## src/verilog/adc_ctrl_pkg.sv

```systemverilog
// Package: shared constants and carriers for the dual converter host interface.
// Assumes one core clock at 100 MHz; the converter clock is an enable pulse.
package adc_ctrl_pkg;
  localparam int DATA_W         = 12;   // Parallel bus width
  localparam int CONV_EDGES     = 14;   // Converter clock edges until busy falls
  localparam int CLK_DIV        = 4;    // Core cycles per converter clock edge
  localparam int FIFO_DEPTH     = 8;    // Result pairs buffered in the store
  localparam logic [11:0] CFG_RESET = 12'h000;

  // One finished conversion: a word from each converter
  typedef struct packed {
    logic [DATA_W-1:0] res_a;
    logic [DATA_W-1:0] res_b;
  } result_pair_t;

  // Host pin group as seen by the device
  typedef struct packed {
    logic              cs_n;
    logic              rd_n;
    logic              wr_n;
    logic [DATA_W-1:0] data_in;
  } host_pins_t;

  typedef enum logic [1:0] {
    ST_SAMPLE = 2'b00,
    ST_HOLD   = 2'b01,
    ST_CONV   = 2'b10
  } conv_state_t;
endpackage

```

## src/verilog/adc_host_if.sv

```systemverilog
// Control and parallel host interface of a dual 12-bit sampling converter.
// Assumes host pins are synchronous to core_clk; analog core is modelled by inputs.
// Notes on behaviour
// - Busy rises as soon as the sample-and-hold stages are in hold.
// - Busy falls once the running conversion is finished.
// - A falling start strobe puts both converters into hold at once, whatever the clock.
// - The conversion proper starts on the first converter clock edge after that.
// - The parallel interface is used only while chip select is low.
// - With chip select high the strobes are ignored and the data bus is released.
// - A falling read strobe puts the next result word on the data bus.
// - A read edge counts only with chip select low.
// - Bus data is captured on the rising write strobe.
// - A write edge counts only with chip select low.
// - Busy falls after the 14th converter clock edge of the conversion.
module adc_host_if
  import adc_ctrl_pkg::*;
#(
  parameter int DIV   = CLK_DIV,
  parameter int EDGES = CONV_EDGES
)(
  input  wire logic              core_clk,
  input  wire logic              rst,
  input  wire logic              conversion_start_strobe,
  input  wire host_pins_t        host,
  input  wire logic [DATA_W-1:0] sample_a,
  input  wire logic [DATA_W-1:0] sample_b,
  output logic                   busy,
  output logic                   hold,
  output logic [DATA_W-1:0]      data_out,
  output logic                   data_oe_n,
  output logic [DATA_W-1:0]      config_word
);
  conv_state_t      st_r, st_nxt;
  logic [7:0]       div_r, div_nxt;
  logic [4:0]       edge_r, edge_nxt;
  logic             cst_d_r, rd_d_r, wr_d_r;
  logic             busy_r, busy_nxt, hold_r, hold_nxt;
  logic             sel_b_r, sel_b_nxt, oe_n_r, oe_n_nxt;
  logic [DATA_W-1:0] dout_r, dout_nxt, cfg_r, cfg_nxt;
  logic             clk_en, start_fall, rd_fall, wr_rise, push, pop, f_valid;
  result_pair_t     f_out, f_in;

  // Converter clock enable from the core clock
  always_comb
  begin
    clk_en  = (div_r == 8'(DIV - 1));
    div_nxt = clk_en ? 8'h00 : div_r + 8'h01;
  end

  // Edge detection on the host strobes; read and write gated by chip select
  always_comb
  begin
    start_fall = cst_d_r && !conversion_start_strobe;
    rd_fall    = rd_d_r && !host.rd_n && !host.cs_n;
    wr_rise    = !wr_d_r && host.wr_n && !host.cs_n;
  end

  // Conversion sequencer
  always_comb
  begin
    st_nxt   = st_r;
    edge_nxt = edge_r;
    busy_nxt = busy_r;
    hold_nxt = hold_r;
    push     = 1'b0;
    unique case (st_r)
      ST_SAMPLE:
        if (start_fall)
        begin
          st_nxt   = ST_HOLD;
          hold_nxt = 1'b1;
          busy_nxt = 1'b1;
        end
      ST_HOLD:
        if (clk_en)
        begin
          st_nxt   = ST_CONV;
          edge_nxt = 5'h01;
        end
      ST_CONV:
        if (clk_en)
        begin
          if (edge_r == 5'(EDGES - 1))
          begin
            st_nxt   = ST_SAMPLE;
            busy_nxt = 1'b0;
            hold_nxt = 1'b0;
            push     = 1'b1;
          end
          else
            edge_nxt = edge_r + 5'h01;
        end
      default:
        st_nxt = ST_SAMPLE;
    endcase
  end

  // Read side: each falling read with a pair buffered gives the next word, A then B of a pair
  always_comb
  begin
    pop       = 1'b0;
    sel_b_nxt = sel_b_r;
    dout_nxt  = dout_r;
    oe_n_nxt  = host.cs_n | host.rd_n;
    if (rd_fall)
    begin
      dout_nxt  = sel_b_r ? f_out.res_b : f_out.res_a;
      sel_b_nxt = f_valid ? !sel_b_r : sel_b_r;
      pop       = f_valid && sel_b_r;
    end
    cfg_nxt = wr_rise ? host.data_in : cfg_r;
  end

  // Registers only; every next value but the three strobe delays is worked out above
  always_ff @(posedge core_clk)
  begin
    if (rst)
    begin
      st_r    <= ST_SAMPLE;
      div_r   <= '0;
      edge_r  <= '0;
      busy_r  <= 1'b0;
      hold_r  <= 1'b0;
      cst_d_r <= 1'b1;
      rd_d_r  <= 1'b1;
      wr_d_r  <= 1'b1;
      sel_b_r <= 1'b0;
      oe_n_r  <= 1'b1;
      dout_r  <= '0;
      cfg_r   <= CFG_RESET;
    end
    else
    begin
      st_r    <= st_nxt;
      div_r   <= div_nxt;
      edge_r  <= edge_nxt;
      busy_r  <= busy_nxt;
      hold_r  <= hold_nxt;
      cst_d_r <= conversion_start_strobe;
      rd_d_r  <= host.rd_n;
      wr_d_r  <= host.wr_n;
      sel_b_r <= sel_b_nxt;
      oe_n_r  <= oe_n_nxt;
      dout_r  <= dout_nxt;
      cfg_r   <= cfg_nxt;
    end
  end

  // Both results enter the buffer together as one pair
  assign f_in.res_a  = sample_a;
  assign f_in.res_b  = sample_b;
  // Outputs come straight from their registers
  assign busy        = busy_r;
  assign hold        = hold_r;
  assign data_out    = dout_r;
  assign data_oe_n   = oe_n_r;
  assign config_word = cfg_r;

  // A full FIFO drops the newest pair; the host must keep up with reads
  result_fifo #(.WIDTH(2*DATA_W), .DEPTH(FIFO_DEPTH)) u_fifo (
    .core_clk  (core_clk),
    .rst       (rst),
    .in_valid  (push),
    .in_ready  (),
    .in_data   (f_in),
    .out_valid (f_valid),
    .out_ready (pop),
    .out_data  (f_out)
  );

  // Sequencer and bus checks
  a_busy_rise: assert property (@(posedge core_clk) disable iff (rst)
    (st_r == ST_SAMPLE && start_fall) |=> busy)
    else $error("busy not raised after start");
  a_hold_now: assert property (@(posedge core_clk) disable iff (rst)
    (st_r == ST_SAMPLE && start_fall) |=> hold)
    else $error("hold not entered");
  a_conv_start: assert property (@(posedge core_clk) disable iff (rst)
    (st_r == ST_HOLD && clk_en) |=> st_r == ST_CONV)
    else $error("conversion did not start");
  a_busy_fall: assert property (@(posedge core_clk) disable iff (rst)
    (st_r == ST_CONV && clk_en && edge_r == 5'(EDGES - 1)) |=> !busy)
    else $error("busy did not fall");
  a_busy_ends: assert property (@(posedge core_clk) disable iff (rst)
    $fell(busy) |-> st_r == ST_SAMPLE)
    else $error("busy fell early");
  a_cs_release: assert property (@(posedge core_clk) disable iff (rst)
    host.cs_n |=> data_oe_n)
    else $error("bus driven with cs high");
  a_rd_gate: assert property (@(posedge core_clk) disable iff (rst)
    host.cs_n |=> $stable(data_out))
    else $error("read acted with cs high");
  a_wr_gate: assert property (@(posedge core_clk) disable iff (rst)
    host.cs_n |=> $stable(config_word))
    else $error("write acted with cs high");
  a_wr_take: assert property (@(posedge core_clk) disable iff (rst)
    wr_rise |=> config_word == $past(host.data_in))
    else $error("write data not captured");

  // Busy stays up through every conversion step but the last
  a_busy_stays: assert property (@(posedge core_clk) disable iff (rst)
    (st_r == ST_CONV && !(clk_en && edge_r == 5'(EDGES - 1))) |=> busy)
    else $error("busy dropped during conversion");
  // A start edge while waiting for the first clock must not restart anything
  a_start_ignored: assert property (@(posedge core_clk) disable iff (rst)
    (st_r == ST_HOLD && start_fall) |=> (hold && busy))
    else $error("start accepted while busy");
  // A read with chip select low turns the bus drivers on
  a_rd_drive: assert property (@(posedge core_clk) disable iff (rst)
    rd_fall |=> !data_oe_n)
    else $error("bus not driven after read");
  // The second word of a pair releases it from the buffer
  a_pair_pop: assert property (@(posedge core_clk) disable iff (rst)
    (rd_fall && f_valid && sel_b_r) |=> !sel_b_r)
    else $error("pair not advanced after second word");
  // Edge counter never runs past its count
  a_edge_bound: assert property (@(posedge core_clk) disable iff (rst)
    (st_r == ST_CONV) |-> (edge_r < 5'(EDGES)))
    else $error("conversion ran past its edge count");
endmodule

```

## src/verilog/result_fifo.sv

```systemverilog
// Result FIFO: parameterised width and depth, valid/ready on both sides.
// Assumes a single clock and synchronous active-high reset.
module result_fifo
  import adc_ctrl_pkg::*;
#(
  parameter int WIDTH = 24,
  parameter int DEPTH = 8
)(
  input  wire logic             core_clk,
  input  wire logic             rst,
  input  wire logic             in_valid,
  output logic                  in_ready,
  input  wire logic [WIDTH-1:0] in_data,
  output logic                  out_valid,
  input  wire logic             out_ready,
  output logic      [WIDTH-1:0] out_data
);
  localparam int AW = $clog2(DEPTH);
  logic [WIDTH-1:0] mem_r [DEPTH];
  logic [AW-1:0]    wp_r, wp_nxt, rp_r, rp_nxt;
  logic [AW:0]      cnt_r, cnt_nxt;
  logic [WIDTH-1:0] out_r, out_nxt;
  logic             ov_r, ov_nxt;
  logic             push, load, take_mem, take_in, store;

  assign in_ready  = (cnt_r != (AW+1)'(DEPTH));
  assign out_valid = ov_r;
  assign out_data  = out_r;

  // Output register refills whenever it is empty or being taken
  // An empty store hands the incoming word straight through whenever the output register refills, so no cycle is lost
  always_comb
  begin
    push     = in_valid && in_ready;
    load     = !ov_r || out_ready;
    take_mem = load && (cnt_r != '0);
    take_in  = load && (cnt_r == '0) && push;
    store    = push && !take_in;
    wp_nxt   = store ? wp_r + AW'(1) : wp_r;
    rp_nxt   = take_mem ? rp_r + AW'(1) : rp_r;
    cnt_nxt  = cnt_r + (AW+1)'(store) - (AW+1)'(take_mem);
    out_nxt  = take_mem ? mem_r[rp_r] : (take_in ? in_data : out_r);
    ov_nxt   = (take_mem || take_in) ? 1'b1 : (out_ready ? 1'b0 : ov_r);
  end

  always_ff @(posedge core_clk)
  begin
    if (rst)
    begin
      wp_r  <= '0;
      rp_r  <= '0;
      cnt_r <= '0;
      ov_r  <= 1'b0;
      out_r <= '0;
    end
    else
    begin
      wp_r  <= wp_nxt;
      rp_r  <= rp_nxt;
      cnt_r <= cnt_nxt;
      ov_r  <= ov_nxt;
      out_r <= out_nxt;
    end
    if (store)
      mem_r[wp_r] <= in_data;
  end
endmodule
```

## config.mk

```make
export PLATFORM = sky130hd
export DESIGN_NAME = adc_host_if
export DESIGN_NICKNAME = d
export VERILOG_FILES = /design/src/verilog/adc_ctrl_pkg.sv /design/src/verilog/adc_host_if.sv /design/src/verilog/result_fifo.sv
export SDC_FILE = /design/constraint.sdc
export NUM_CORES = 1
export LEC_CHECK = 0
export BUFFER_PORTS_ARGS = -buffer_cell sky130_fd_sc_hd__buf_2
export CORE_MARGIN = 2
export CORE_UTILIZATION = 54
export CTS_CLUSTER_SIZE = 24
export DETAILED_ROUTE_END_ITERATION = 8
export GPL_TIMING_DRIVEN = 0
export PLACE_DENSITY = 0.75
export SETUP_SLACK_MARGIN = 0.1
export SKIP_CTS_REPAIR_TIMING = 1
export SYNTH_ARGS = -nofsm -noshare
export SYNTH_HDL_FRONTEND = slang
export SYNTH_SLANG_ARGS = --single-unit
```

## constraint.sdc

```tcl
create_clock -name core_clk -period 4.4 [get_ports core_clk]
set_input_delay 0.44 -clock core_clk [delete_from_list [all_inputs] [get_ports core_clk]]
set_output_delay 0.44 -clock core_clk [all_outputs]
set_load 0.005 [all_outputs]
```

==> results.py <==
metrics = {
    "logic_synthesis": {
        "ys_seq_elements": 275,
        "avgSynthCellArea_um2": 15.4,
        "synth_top_area_share_pct": 52.2,
        "synth.most_common_cell": "edfxtp_1",
        "netlist_area_mm2": 0.0111,
        "synthCells": 718,
        "synth_top_cells_by_area": "edfxtp_1, dfxtp_1, mux4_2, a211oi_1, a311oi_1",
        "synth.yosys.warnings": 0,
        "synth_ff_type": "edfxtp_1",
        "synth_edf_count": 192,
        "yosysTopAreaCell": "edfxtp_1",
        "synthArstFlopShare_pct": 0,
        "yosys.cell_types.count": 53,
        "yosysSeqAreaShare_pct": 67.2,
        "syn_nets": 771,
        "ys_top_cells_by_count": "edfxtp_1, dfxtp_1, mux4_2, clkbuf_1, a211oi_1",
    },
    "job": {
        "maxCapViolCount": 0,
    },
    "critical_path": {
        "end_kind": "register",
        "arrival_ns": 3.40,
        "reg2reg_depth": 8,
        "critPathKind": "reg -> reg",
        "rrSetupSlack_ns": 1.25,
        "start_kind": "register",
        "reg2reg_to": "u_fifo.mem_r[0][14]",
        "worstPathRequired_ns": 4.64,
        "cp-startpoint": "div_r[0]",
        "crit_fanout": 9,
        "crit-reg2reg-launch": "div_r[0]",
    },
    "global_routing": {
        "grt_use_total_pct": 23.2,
        "grt_pass1_wl_um": 38900,
        "first_global_vias": 7055,
        "antenna_found_initial": 1,
        "grt_max_degree": 15,
        "overflow": 0,
    },
    "drt": {
        "ant_nets": 0,
        "drtIter0Drc": 598,
        "via_count": 6881,
        "via_per_inst": 6.12,
        "routedWlPerCell_um": 22.1,
        "wl_um": 24800,
        "drcViolationCount": 0,
        "first_pass_iters": 5,
    },
    "timing": {
        "worst_clock_skew_ns": 0.0197,
        "setup_viol": 0,
        "fin_ws_ns": 1.25,
        "worst_slew_pin_slew_ns": 0.795,
        "max_clock_freq_mhz": 317,
        "finalSetupTns_ns": 0,
        "fin_crit_sh_pct": 71.7,
        "rsz0062_at_grt": "false",
        "period_needed_ns": 3.15,
        "whs_ns": 0.132,
        "hold_viol_final": 0,
        "slew_headroom_pct": 46.7,
        "final_max_slew_viol_count": 0,
    },
    "floorplanning": {
        "io-pin-count": 69,
        "dieArea_mm2": 0.0216,
        "start_util_pct": 54.8,
        "chipWidth_um": 147,
        "core_mm2": 0.0202,
        "dieHeight_um": 147,
        "row_count": 52,
    },
    "layout": {
        "drive_gt1_share_pct": 23.6,
        "area_growth_pct": 16.1,
        "nets": 886,
        "fin_area_mm2": 0.0128,
        "fin_cells": 1124,
        "fin_util_pct": 63.6,
    },
    "placement": {
        "port_buffers": 68,
        "place_area_mm2": 0.0120,
        "routabilityCongestion": 0.896,
        "dpl.hpwl_um": 17400,
        "dp.cells": 1074,
        "dpl_worst_slack_ns": 1.23,
    },
    "clocking": {
        "clock_latency_ns": 0.54,
        "numCtsBuffers": 27,
        "htreeDepth": 1,
        "clkTransAtPathRegs_ns": 0.06,
        "ctsRootBufferMaster": "clkbuf_16",
        "cts_buffer_depth": 3,
        "clock_sinks": 275,
        "cts_tree": "yes",
    },
    "min_path": {
        "min_to": "wr_d_r",
        "worst_hold_path_type": "in -> reg",
        "hold_depth": 2,
        "worstHoldStart": "host[12]",
    },
    "outcome": {
        "status": "finished clean",
    },
    "pwr": {
        "p_leak_nw": 4.17,
        "vdd_drop_max_uv": 346,
        "total_power_mw": 6.51,
        "cellPowerDensity_mw_per_mm2": 508,
    },
}
[flip-flops by register name (all words and copies together), names as in the netlist, named ones only]
signal	flops
config_word	12
cst_d_r	1
data_oe_n	1
data_out	12
div_r	8
edge_r	5
hold	1
rd_d_r	1
sel_b_r	1
st_r	2
u_fifo.cnt_r	4
u_fifo.mem_r	192
u_fifo.out_data	24
u_fifo.out_valid	1
u_fifo.rp_r	3
u_fifo.wp_r	3
wr_d_r	1
[power by group]
group          switching (mW)  internal [mW]
combinational           0.732          0.516
clock                   0.926           1.29
sequential              0.126           2.93
total                    1.78           4.73
[worst max-delay path by stage]
stage	end	slack, ns	cells after the start
4_1_cts	u_fifo.mem_r[0][14]	1.21	8
3_3_place_gp	u_fifo.mem_r[0][15]	-2.04	6
3_5_place_dp	u_fifo.mem_r[0][14]	1.23	8
6_report	u_fifo.mem_r[0][14]	1.25	8
5_1_grt	u_fifo.mem_r[0][15]	1.08	8
2_1_floorplan	u_fifo.mem_r[0][0]	0.07	6
[metal layers]
metal / vias up / track usage (%) / share of wire [%]
li1: 3066 / - / -
met1: 3464 / 31.6 / 41
met2: 284 / 38.3 / 48
met3: 67 / 4.13 / 7.2
met4: 0 / 7.88 / 3.4
met5: - / 0 / 0
[layout by cell type (no fill, tap or decap), types with 26 or more instances in the layout]
| cell type | synthesis | layout |
|---|---|---|
| edfxtp_1 | 192 | 192 |
| dfxtp_1 | 83 | 83 |
| buf_2 | 6 | 74 |
| mux4_2 | 48 | 48 |
| clkbuf_1 | 38 | 42 |
| a211oi_1 | 37 | 37 |
| nand2_1 | 35 | 35 |
| nor2_1 | 32 | 32 |
| nor2b_1 | 29 | 29 |
| clkbuf_16 | 0 | 27 |
| o31ai_1 | 26 | 26 |
[layout make-up]
class,instances,area (um^2)
well taps,270,338
fillers,1436,7340
flip-flops and latches,275,7430
diodes,1,2.50
inverters,11,42.5
multi-input cells,378,3410
clock buffers,34,732
clock inverters,15,124
repair buffers,86,520
plain buffers,54,236
[kinds of logic after synthesis]
group	count (synthesis)	synth area share (%)
AOI/OAI and AO/OA	124	8.10
muxes	64	11.3
DFF	275	67.2
xor gates and xnor gates	10	0.792
adders and majority gates	11	1.31
and+or+nand+nor	169	8.83
buffers and inverters	65	2.52
[worst max-delay path, stage by stage (launching register included)]
cell and delay [ns]:
dfxtp_1 0.36, ha_1 0.22, nor4b_4 0.42, nand3_4 0.21, or3_1 0.40, buf_6 0.17
nor4_2 0.54, buf_4 0.32, buf_4 0.21
No activity file was read; power rests on OpenSTA's default activity.
